**config.mk**
```make
export PLATFORM = sky130hd
export DESIGN_NAME = hes_exposure_seq
export DESIGN_NICKNAME = d
export VERILOG_FILES = /design/src/verilog/hes_pkg.sv /design/src/verilog/hes_exposure_seq.sv /design/src/verilog/hes_tick_gen.sv /design/src/verilog/hes_unit_timer.sv
export SDC_FILE = /design/constraint.sdc
export NUM_CORES = 1
export LEC_CHECK = 0
export BUFFER_PORTS_ARGS = -buffer_cell sky130_fd_sc_hd__buf_2
export CAP_MARGIN = 0
export CORE_MARGIN = 5
export CORE_UTILIZATION = 40
export CTS_BUF_LIST = sky130_fd_sc_hd__clkbuf_8 sky130_fd_sc_hd__clkbuf_16
export DETAILED_ROUTE_END_ITERATION = 8
export PLACE_DENSITY = 0.58
export RECOVER_POWER = 100
export REMOVE_ABC_BUFFERS = 1
export SETUP_SLACK_MARGIN = 0.4
export SLEW_MARGIN = 20
export SYNTH_ARGS = -nofsm -noshare
export SYNTH_HDL_FRONTEND = slang
export SYNTH_HIERARCHICAL = 1
export SYNTH_SLANG_ARGS = --single-unit
```
**constraint.sdc**
```tcl
create_clock -name clk_sys -period 26.4 [get_ports clk_sys]
set_input_delay 2.64 -clock clk_sys [delete_from_list [all_inputs] [get_ports clk_sys]]
set_output_delay 2.64 -clock clk_sys [all_outputs]
set_load 0.02 [all_outputs]
```
**src/verilog/hes_pkg.sv**
```systemverilog
// Constants and types shared by the exposure sequencer files
package hes_pkg;
   localparam int ADDR_W = 7;
   localparam int DATA_W = 8;
   localparam int TIME_W = 24;
   localparam int TGT_W = 25;
   localparam int ROW_W = 11;

   localparam logic [6:0] ADDR_COLOR_SEL = 7'h27;
   localparam logic [6:0] ADDR_EXP_CTRL = 7'h29;
   localparam logic [6:0] ADDR_EXP_PRI = 7'h2a;
   localparam logic [6:0] ADDR_KNEE1 = 7'h30;
   localparam logic [6:0] ADDR_KNEE2 = 7'h33;
   localparam logic [6:0] ADDR_SLOPES = 7'h36;
   localparam logic [6:0] ADDR_EXP_SEC = 7'h38;
   localparam logic [6:0] ADDR_FOT = 7'h49;
   localparam logic [6:0] ADDR_CLIP2 = 7'h59;
   localparam logic [6:0] ADDR_CLIP3 = 7'h5a;

   localparam int BIT_EXT_SEL = 0;
   localparam int BIT_INTERLEAVE = 1;
   localparam int BIT_CLIP_EN = 6;
   localparam int CLIP_W = 6;

   localparam logic [7:0] RST_COLOR_SEL = 8'h01;
   localparam logic [7:0] RST_EXP_CTRL = 8'h00;
   localparam logic [23:0] RST_EXP_TIME = 24'h000800;
   localparam logic [23:0] RST_KNEE = 24'h000001;
   localparam logic [1:0] RST_SLOPES = 2'h1;
   localparam logic [6:0] RST_CLIP = 7'h60;
   // Overhead length reset value is arbitrary
   localparam logic [7:0] RST_FOT = 8'h0a;

   // Timing unit is this many master clock periods
   localparam int TICK_PERIOD = 129;
   localparam int TICK_W = 8;
   localparam logic [TICK_W-1:0] TICK_LAST = TICK_W'(TICK_PERIOD - 1);
   localparam logic [6:0] OVH_NUM = 7'h2b;
   localparam logic [14:0] OVH_DEN = 15'h0064;

   localparam int N_TIMERS = 5;
   localparam int T_EVEN = 0;
   localparam int T_ODD = 1;
   localparam int T_KNEE1 = 2;
   localparam int T_KNEE2 = 3;
   localparam int T_OVH = 4;

   typedef enum logic [1:0] {ST_IDLE, ST_INT_EXP, ST_EXT_EXP, ST_EXT_OVH} hes_state_t;
endpackage : hes_pkg

```
**src/verilog/hes_exposure_seq.sv**
```systemverilog
// HDR exposure sequencer: registers, exposure timing, knee points, row sets
`timescale 1ns/1ps
`default_nettype none
module hes_exposure_seq (
   input wire logic clk_sys,
   input wire logic resetn,
   input wire logic [hes_pkg::ADDR_W-1:0] regAddr,
   input wire logic [hes_pkg::DATA_W-1:0] regWrData,
   input wire logic regWrEn,
   output logic [hes_pkg::DATA_W-1:0] regRdData,
   input wire logic frameReq,
   input wire logic firstExposureTrigger,
   input wire logic secondExposureTrigger,
   input wire logic [hes_pkg::ROW_W-1:0] rowIndex,
   output logic evenExposing,
   output logic oddExposing,
   output logic rowExposing,
   output logic exposureDone,
   output logic [1:0] clipStage,
   output logic clipEnable,
   output logic [hes_pkg::CLIP_W-1:0] clipLevel
);
   // Configuration registers
   logic colorSel_q;
   logic extSel_q;
   logic interleave_q;
   logic [hes_pkg::TIME_W-1:0] expPri_q;
   logic [hes_pkg::TIME_W-1:0] expSec_q;
   logic [hes_pkg::TIME_W-1:0] knee1_q;
   logic [hes_pkg::TIME_W-1:0] knee2_q;
   logic [1:0] slopes_q;
   logic [7:0] fot_q;
   logic [6:0] clip2_q;
   logic [6:0] clip3_q;

   // Byte offset within a three-byte value, lowest address least significant
   function automatic logic [1:0] byteSel(input logic [6:0] a, input logic [6:0] base);
      logic [6:0] diff;
      diff = a - base;
      byteSel = (a >= base && diff < 7'h03) ? diff[1:0] : 2'h3;
   endfunction : byteSel

   function automatic logic [23:0] putByte(input logic [23:0] old, input logic [1:0] sel,
                                           input logic [7:0] d);
      logic [23:0] r;
      r = old;
      if (sel == 2'h0)
         r[7:0] = d;
      else if (sel == 2'h1)
         r[15:8] = d;
      else if (sel == 2'h2)
         r[23:16] = d;
      putByte = r;
   endfunction : putByte

   function automatic logic [7:0] getByte(input logic [23:0] v, input logic [1:0] sel);
      getByte = (sel == 2'h0) ? v[7:0] : (sel == 2'h1) ? v[15:8] :
                (sel == 2'h2) ? v[23:16] : 8'h00;
   endfunction : getByte

   wire [1:0] selPri = byteSel(regAddr, hes_pkg::ADDR_EXP_PRI);
   wire [1:0] selSec = byteSel(regAddr, hes_pkg::ADDR_EXP_SEC);
   wire [1:0] selK1 = byteSel(regAddr, hes_pkg::ADDR_KNEE1);
   wire [1:0] selK2 = byteSel(regAddr, hes_pkg::ADDR_KNEE2);
   wire hitColor = (regAddr == hes_pkg::ADDR_COLOR_SEL);
   wire hitCtrl = (regAddr == hes_pkg::ADDR_EXP_CTRL);
   wire hitSlopes = (regAddr == hes_pkg::ADDR_SLOPES);
   wire hitFot = (regAddr == hes_pkg::ADDR_FOT);
   wire hitClip2 = (regAddr == hes_pkg::ADDR_CLIP2);
   wire hitClip3 = (regAddr == hes_pkg::ADDR_CLIP3);

   always_ff @(posedge clk_sys)
   begin
      if (!resetn)
      begin
         colorSel_q <= hes_pkg::RST_COLOR_SEL[0];
         extSel_q <= hes_pkg::RST_EXP_CTRL[hes_pkg::BIT_EXT_SEL];
         interleave_q <= hes_pkg::RST_EXP_CTRL[hes_pkg::BIT_INTERLEAVE];
         expPri_q <= hes_pkg::RST_EXP_TIME;
         expSec_q <= hes_pkg::RST_EXP_TIME;
         knee1_q <= hes_pkg::RST_KNEE;
         knee2_q <= hes_pkg::RST_KNEE;
         slopes_q <= hes_pkg::RST_SLOPES;
         fot_q <= hes_pkg::RST_FOT;
         clip2_q <= hes_pkg::RST_CLIP;
         clip3_q <= hes_pkg::RST_CLIP;
      end
      else if (regWrEn)
      begin
         if (hitColor)
            colorSel_q <= regWrData[0];
         if (hitCtrl)
         begin
            extSel_q <= regWrData[hes_pkg::BIT_EXT_SEL];
            interleave_q <= regWrData[hes_pkg::BIT_INTERLEAVE];
         end
         expPri_q <= putByte(expPri_q, selPri, regWrData);
         expSec_q <= putByte(expSec_q, selSec, regWrData);
         knee1_q <= putByte(knee1_q, selK1, regWrData);
         knee2_q <= putByte(knee2_q, selK2, regWrData);
         if (hitSlopes)
            slopes_q <= regWrData[1:0];
         if (hitFot)
            fot_q <= regWrData;
         if (hitClip2)
            clip2_q <= regWrData[6:0];
         if (hitClip3)
            clip3_q <= regWrData[6:0];
      end
   end

   wire [7:0] rdPri = getByte(expPri_q, selPri);
   wire [7:0] rdSec = getByte(expSec_q, selSec);
   wire [7:0] rdK1 = getByte(knee1_q, selK1);
   wire [7:0] rdK2 = getByte(knee2_q, selK2);
   wire [7:0] rdMisc = hitColor ? {7'h00, colorSel_q} :
                       hitCtrl ? {6'h00, interleave_q, extSel_q} :
                       hitSlopes ? {6'h00, slopes_q} :
                       hitFot ? fot_q :
                       hitClip2 ? {1'b0, clip2_q} :
                       hitClip3 ? {1'b0, clip3_q} : 8'h00;
   // Unmapped addresses read as zero
   wire [7:0] rdNext = rdPri | rdSec | rdK1 | rdK2 | rdMisc;

   // Read data come from a register, one cycle after the address
   always_ff @(posedge clk_sys)
   begin
      if (!resetn)
         regRdData <= '0;
      else
         regRdData <= rdNext;
   end

   // Overhead term 0.43 x length, truncated to whole units
   localparam logic [14:0] OVH_NUM_EXT = {8'h00, hes_pkg::OVH_NUM};
   wire [14:0] fotProd = fot_q * OVH_NUM_EXT;
   wire [14:0] fotQuot = fotProd / hes_pkg::OVH_DEN;
   wire [hes_pkg::TGT_W-1:0] ovhTerm = {10'h000, fotQuot};

   // Slope field outside 1..3 behaves as a single slope
   wire [1:0] slopesEff = (slopes_q == 2'h0) ? 2'h1 : slopes_q;

   hes_pkg::hes_state_t state_q;
   hes_pkg::hes_state_t state_d;

   logic trig1Prev_q;
   logic trig2Prev_q;
   wire trig1Rise = firstExposureTrigger && !trig1Prev_q;
   wire trig2Rise = secondExposureTrigger && !trig2Prev_q;

   wire [hes_pkg::TGT_W-1:0] target [hes_pkg::N_TIMERS];
   wire [hes_pkg::N_TIMERS-1:0] tStart;
   wire [hes_pkg::N_TIMERS-1:0] tBusy;
   wire [hes_pkg::N_TIMERS-1:0] tDone;
   wire tick;
   wire tickOvh;

   assign target[hes_pkg::T_EVEN] = {1'b0, expPri_q} + ovhTerm;
   assign target[hes_pkg::T_ODD] = {1'b0, expSec_q} + ovhTerm;
   assign target[hes_pkg::T_KNEE1] = {1'b0, knee1_q} + ovhTerm;
   assign target[hes_pkg::T_KNEE2] = {1'b0, knee2_q} + ovhTerm;
   assign target[hes_pkg::T_OVH] = ovhTerm;

   wire idleState = (state_q == hes_pkg::ST_IDLE);
   wire startInt = idleState && !extSel_q && frameReq;
   wire startExt = idleState && extSel_q && trig1Rise;
   wire startSession = startInt || startExt;

   assign tStart[hes_pkg::T_EVEN] = startInt;
   assign tStart[hes_pkg::T_ODD] = startInt && interleave_q;
   assign tStart[hes_pkg::T_KNEE1] = startSession;
   assign tStart[hes_pkg::T_KNEE2] = startSession;
   assign tStart[hes_pkg::T_OVH] = (state_q == hes_pkg::ST_EXT_EXP) && frameReq;

   // Session divider, restarted together with the knee timers and, in internal mode, the row timers
   hes_tick_gen u_tick (
      .clk_sys(clk_sys),
      .resetn(resetn),
      .restart(startSession),
      .tick(tick)
   );

   // Overhead timer starts on frame request mid-session, so it needs its own unit phase
   hes_tick_gen u_tick_ovh (
      .clk_sys(clk_sys),
      .resetn(resetn),
      .restart(tStart[hes_pkg::T_OVH]),
      .tick(tickOvh)
   );

   genvar gi;
   generate
      for (gi = 0; gi < hes_pkg::N_TIMERS; gi++)
      begin : g_timer
         hes_unit_timer u_timer (
            .clk_sys(clk_sys),
            .resetn(resetn),
            .start(tStart[gi]),
            .tick((gi == hes_pkg::T_OVH) ? tickOvh : tick),
            .target(target[gi]),
            .busy(tBusy[gi]),
            .donePulse(tDone[gi])
         );
      end
   endgenerate

   // Internal session ends when the enabled row timers are all idle
   wire intBusy = tBusy[hes_pkg::T_EVEN] || (interleave_q && tBusy[hes_pkg::T_ODD]);
   wire intEnd = (state_q == hes_pkg::ST_INT_EXP) && !intBusy;
   wire extEnd = (state_q == hes_pkg::ST_EXT_OVH) && tDone[hes_pkg::T_OVH];

   always_comb
   begin
      state_d = state_q;
      unique case (state_q)
         hes_pkg::ST_IDLE:
         begin
            if (startInt)
               state_d = hes_pkg::ST_INT_EXP;
            else if (startExt)
               state_d = hes_pkg::ST_EXT_EXP;
         end
         hes_pkg::ST_INT_EXP:
         begin
            if (intEnd)
               state_d = hes_pkg::ST_IDLE;
         end
         hes_pkg::ST_EXT_EXP:
         begin
            if (frameReq)
               state_d = hes_pkg::ST_EXT_OVH;
         end
         hes_pkg::ST_EXT_OVH:
         begin
            if (extEnd)
               state_d = hes_pkg::ST_IDLE;
         end
      endcase
   end

   // Exposure levels per row set
   logic extEven_q;
   logic extOdd_q;
   wire extActive = (state_q == hes_pkg::ST_EXT_EXP) || (state_q == hes_pkg::ST_EXT_OVH);
   wire intActive = (state_q == hes_pkg::ST_INT_EXP);
   // Rows stop in the cycle the session ends, so done never overlaps exposing
   wire extLive = extActive && !extEnd;
   wire evenNow = intActive ? tBusy[hes_pkg::T_EVEN] : (extLive && extEven_q);
   wire oddNow = intActive ? (interleave_q ? tBusy[hes_pkg::T_ODD] : tBusy[hes_pkg::T_EVEN])
                           : (extLive && extOdd_q);
   // Colour sensor alternates single rows; with the colour bit clear each row pair shares one exposure
   wire rowOdd = colorSel_q ? rowIndex[0] : rowIndex[1];
   wire rowNow = rowOdd ? oddNow : evenNow;

   // Piecewise-linear clip stage advances in order, so at most two changes
   logic [1:0] stage_q;
   logic [1:0] stage_d;
   wire sessionLive = intActive || extActive;
   wire toStage1 = sessionLive && (stage_q == 2'h0) && tDone[hes_pkg::T_KNEE1] &&
                   (slopesEff >= 2'h2);
   wire toStage2 = sessionLive && (stage_q == 2'h1) && tDone[hes_pkg::T_KNEE2] &&
                   (slopesEff == 2'h3);
   assign stage_d = startSession ? 2'h0 :
                    toStage1 ? 2'h1 :
                    toStage2 ? 2'h2 : stage_q;
   wire [6:0] clipSel = (stage_d == 2'h2) ? clip3_q : clip2_q;
   wire clipEnNow = (stage_d != 2'h0) && clipSel[hes_pkg::BIT_CLIP_EN];

   always_ff @(posedge clk_sys)
   begin
      if (!resetn)
      begin
         state_q <= hes_pkg::ST_IDLE;
         trig1Prev_q <= 1'b0;
         trig2Prev_q <= 1'b0;
         extEven_q <= 1'b0;
         extOdd_q <= 1'b0;
         stage_q <= 2'h0;
      end
      else
      begin
         state_q <= state_d;
         trig1Prev_q <= firstExposureTrigger;
         trig2Prev_q <= secondExposureTrigger;
         stage_q <= stage_d;
         if (startExt)
         begin
            extEven_q <= 1'b1;
            extOdd_q <= !interleave_q;
         end
         else if (extEnd)
         begin
            extEven_q <= 1'b0;
            extOdd_q <= 1'b0;
         end
         else if (extActive && interleave_q && trig2Rise)
            extOdd_q <= 1'b1;
      end
   end

   // Registered outputs
   always_ff @(posedge clk_sys)
   begin
      if (!resetn)
      begin
         evenExposing <= 1'b0;
         oddExposing <= 1'b0;
         rowExposing <= 1'b0;
         exposureDone <= 1'b0;
         clipStage <= 2'h0;
         clipEnable <= 1'b0;
         clipLevel <= '0;
      end
      else
      begin
         evenExposing <= evenNow;
         oddExposing <= oddNow;
         rowExposing <= rowNow;
         exposureDone <= intEnd || extEnd;
         clipStage <= stage_d;
         clipEnable <= clipEnNow && sessionLive;
         clipLevel <= clipSel[hes_pkg::CLIP_W-1:0];
      end
   end
endmodule : hes_exposure_seq
`default_nettype wire

```
**src/verilog/hes_tick_gen.sv**
```systemverilog
// Divider giving one tick per exposure time unit
`timescale 1ns/1ps
`default_nettype none
module hes_tick_gen (
   input wire logic clk_sys,
   input wire logic resetn,
   input wire logic restart,
   output logic tick
);
   logic [hes_pkg::TICK_W-1:0] cnt_q;
   logic [hes_pkg::TICK_W-1:0] cnt_d;
   wire atLast = (cnt_q == hes_pkg::TICK_LAST);

   assign cnt_d = (restart || atLast) ? '0 : cnt_q + 1'b1;
   assign tick = atLast && !restart;

   always_ff @(posedge clk_sys)
   begin
      if (!resetn)
         cnt_q <= '0;
      else
         cnt_q <= cnt_d;
   end
endmodule : hes_tick_gen
`default_nettype wire

```
**src/verilog/hes_unit_timer.sv**
```systemverilog
// Counts time units from a start pulse up to a target
`timescale 1ns/1ps
`default_nettype none
module hes_unit_timer (
   input wire logic clk_sys,
   input wire logic resetn,
   input wire logic start,
   input wire logic tick,
   input wire logic [hes_pkg::TGT_W-1:0] target,
   output logic busy,
   output logic donePulse
);
   logic [hes_pkg::TGT_W-1:0] cnt_q;
   logic busy_q;
   logic done_q;
   wire [hes_pkg::TGT_W-1:0] cntInc = cnt_q + 1'b1;
   wire reach = busy_q && tick && (cntInc >= target);
   wire zeroStart = start && (target == '0);

   always_ff @(posedge clk_sys)
   begin
      if (!resetn)
      begin
         cnt_q <= '0;
         busy_q <= 1'b0;
         done_q <= 1'b0;
      end
      else
      begin
         done_q <= reach || zeroStart;
         if (start)
         begin
            cnt_q <= '0;
            busy_q <= !zeroStart;
         end
         else if (busy_q && tick)
         begin
            cnt_q <= cntInc;
            busy_q <= !reach;
         end
      end
   end

   assign busy = busy_q;
   assign donePulse = done_q;
endmodule : hes_unit_timer
`default_nettype wire

```
==> metrics.md <==
| Metric | Value |
|---|---|
| TNS Setup | 0 ns |
| 1st-pass router iterations | 8 |
| Startpoint types | register |
| Routed Antenna Nets | 0 |
| Starting Density | 40.2% |
| Antenna violations before repair | 0 |
| Syn avg cell area | 7.95 sq um |
| Final cell count without fillers | 3788 |
| HPWL after DPL | 48.6 mm |
| H-tree Lvls | 2 |
| Overflow after GRT | 0 |
| Final Max Tran Viols | 175 |
| Tot GR Track Use | 19.8% |
| Port bufs | 43 |
| Core Box Area | 58800 sq um |
| Boundary Pins | 53 |
| DIE AREA | 64100 sq um |
| Placed Instances | 3717 |
| Slowest CP cell | xnor2_1 |
| Cts bufs inserted | 39 |
| Layout cell share with drive strength beyond 1 | 5.61% |
| Chip Height | 253 um |
| Fin. Hold Viols | 0 |
| Area Overhead vs Synth | 8.84% |
| Wire per inst | 17.1 um |
| Failing checks | max-capacitance violations, max-slew violations |
| Vias in the first global route | 20139 |
| Nets | 3243 |
| Max Freq | 0.0696 GHz |
| WS Path Type | reg2reg |
| Final setup fails | 0 |
| Max-Cap Viols | 3 |
| Clock sinks | 299 |
| Cell count after synthesis | 2973 |
| Ys Warns | 6 |
| CP max stage delay | 0.85 ns |
| Max Root-Sink Buffers | 3 |
| Rows | 89 |
| CP Max Fanout | 13 |
| Worst Path Required | 26.85 ns |
| Post-route clock period utilization | 54.4% |
| Setup Buffers After CTS | 0 |
| Clock period minus worst slack | 14.37 ns |
| Clock slew at the register clock pins of the worst setup and hold paths | 0.06 ns |
| GP Congestion | 0.909 |
| Status | finished with violations |
| Pin count of the biggest net entering global routing | 83 |
| Post-CTS Resized | 0 |
| Max transition margin | -97.6% |
| Worst-Skew Late Latency | 0.58 ns |
| Root Driver | clkbuf_16 |
| First DRT Iteration DRCs | 1276 |
| Maximum vdd drop | 0.0398 mV |
| DR vias/cell | 5.51 |
| Vias | 20858 |
| Power per cell area | 41.9 nW/um^2 |
| Leakage | 0.0103 uW |
| WL final | 64.9 mm |
| CTS tree | built |
| Worst-Margin Slew | 2.96 ns |
| Setup crit end kind | register |
| RSZ-0062 raised after global routing | false |
| Final setup skew | 0.0302 ns |
| CTS Hold Bufs | 0 |
| Tightest Hold Check Type | reg2reg |
| Die W | 253 um |
| Post-Syn Area | 23600 sq um |
| First-pass GRT wire length | 106 mm |
| Number of remaining DRC errors | 0 |
| CP arrival | 14.82 ns |
state kept, by name (all words and copies together), names as in the netlist, 24 cells and up:
signal,cells
g_timer.u_timer/cnt_q,125
expPri_q,24
expSec_q,24
knee1_q,24
knee2_q,24
critical path: cells and delay by family, from the launching register on:
kind / cells / cell delay (ns)
AOI/OAI and AO/OA: 22 / 5.47
and+or+nand+nor: 12 / 2.95
adders and majority gates: 7 / 2.76
buffers and inverters: 6 / 1.41
xor gates and xnor gates: 2 / 1.10
DFF: 1 / 0.54
worst paths after layout:
| check | startpoint | endpoint | slack (ns) | cells past startpoint |
|---|---|---|---|---|
| max | fot_q[7] | g_timer[0].u_timer/busy | 12.03 | 49 |
| min reg2reg | g_timer[1].u_timer/cnt_q[1] | g_timer[1].u_timer/cnt_q[1] | 0.48 | 2 |
| max reg2reg | fot_q[7] | g_timer[0].u_timer/busy | 12.03 | 49 |
| min | g_timer[1].u_timer/cnt_q[1] | g_timer[1].u_timer/cnt_q[1] | 0.48 | 2 |
power by group:
group          switching, uW  internal, uW  leakage [uW]
clock network            217           330      0.000682
registers               3.52           454       0.00241
logic                   48.8          24.2       0.00725
routing by layer:
metal	share of wire, %	global-route usage [%]
met4	2.7	5.80
met5	0	0
met2	47	33.9
met3	4.0	2.27
met1	46	26.4
stage by stage:
step | worst slack (ns) | hold WS, ns | total power, uW | cell area (sq um) | utilization, %
after floorplan | 15.24 | 0.443 | 509 | 23200 | -
after global placement | 13.71 | 0.455 | 539 | 24500 | 41.6
after detailed placement | 13.45 | 0.471 | 540 | 24500 | 41.6
after CTS | 13.30 | 0.478 | 1090 | 25800 | 43.9
after global routing | 10.57 | 0.505 | 1120 | 25700 | 43.8
final | 12.03 | 0.479 | 1080 | 25700 | 43.8
area by class of cell:
cell class                 instances  area (sq um)
sequential                       299          5990
fill                            5926         33100
clock buffer                      49          1110
tap                              773           967
clock inverter                    20           213
timing repair buffer              57           273
antenna                            2          5.00
multi-input combinational       2373         16400
inverter                         215           807
cell usage in the layout (no fill, tap or decap), types with 25 or more instances in the layout:
master     instances
a21oi_1          119
or3_1             26
xor2_1           156
and3_1            44
nand2_1          287
nor3_1            55
ha_1             213
xnor2_1          175
a21boi_0          74
o21ai_0           73
nand3_1          193
and2_1            39
nand4_1           70
nor2_1           268
conb_1            34
inv_1            220
mux2i_1           75
nor4_1            53
nor2b_1           66
clkbuf_16         39
dfxtp_1          299
a21o_1            25
clkbuf_1          28
Note: power is estimated with default switching activity, not from simulation.
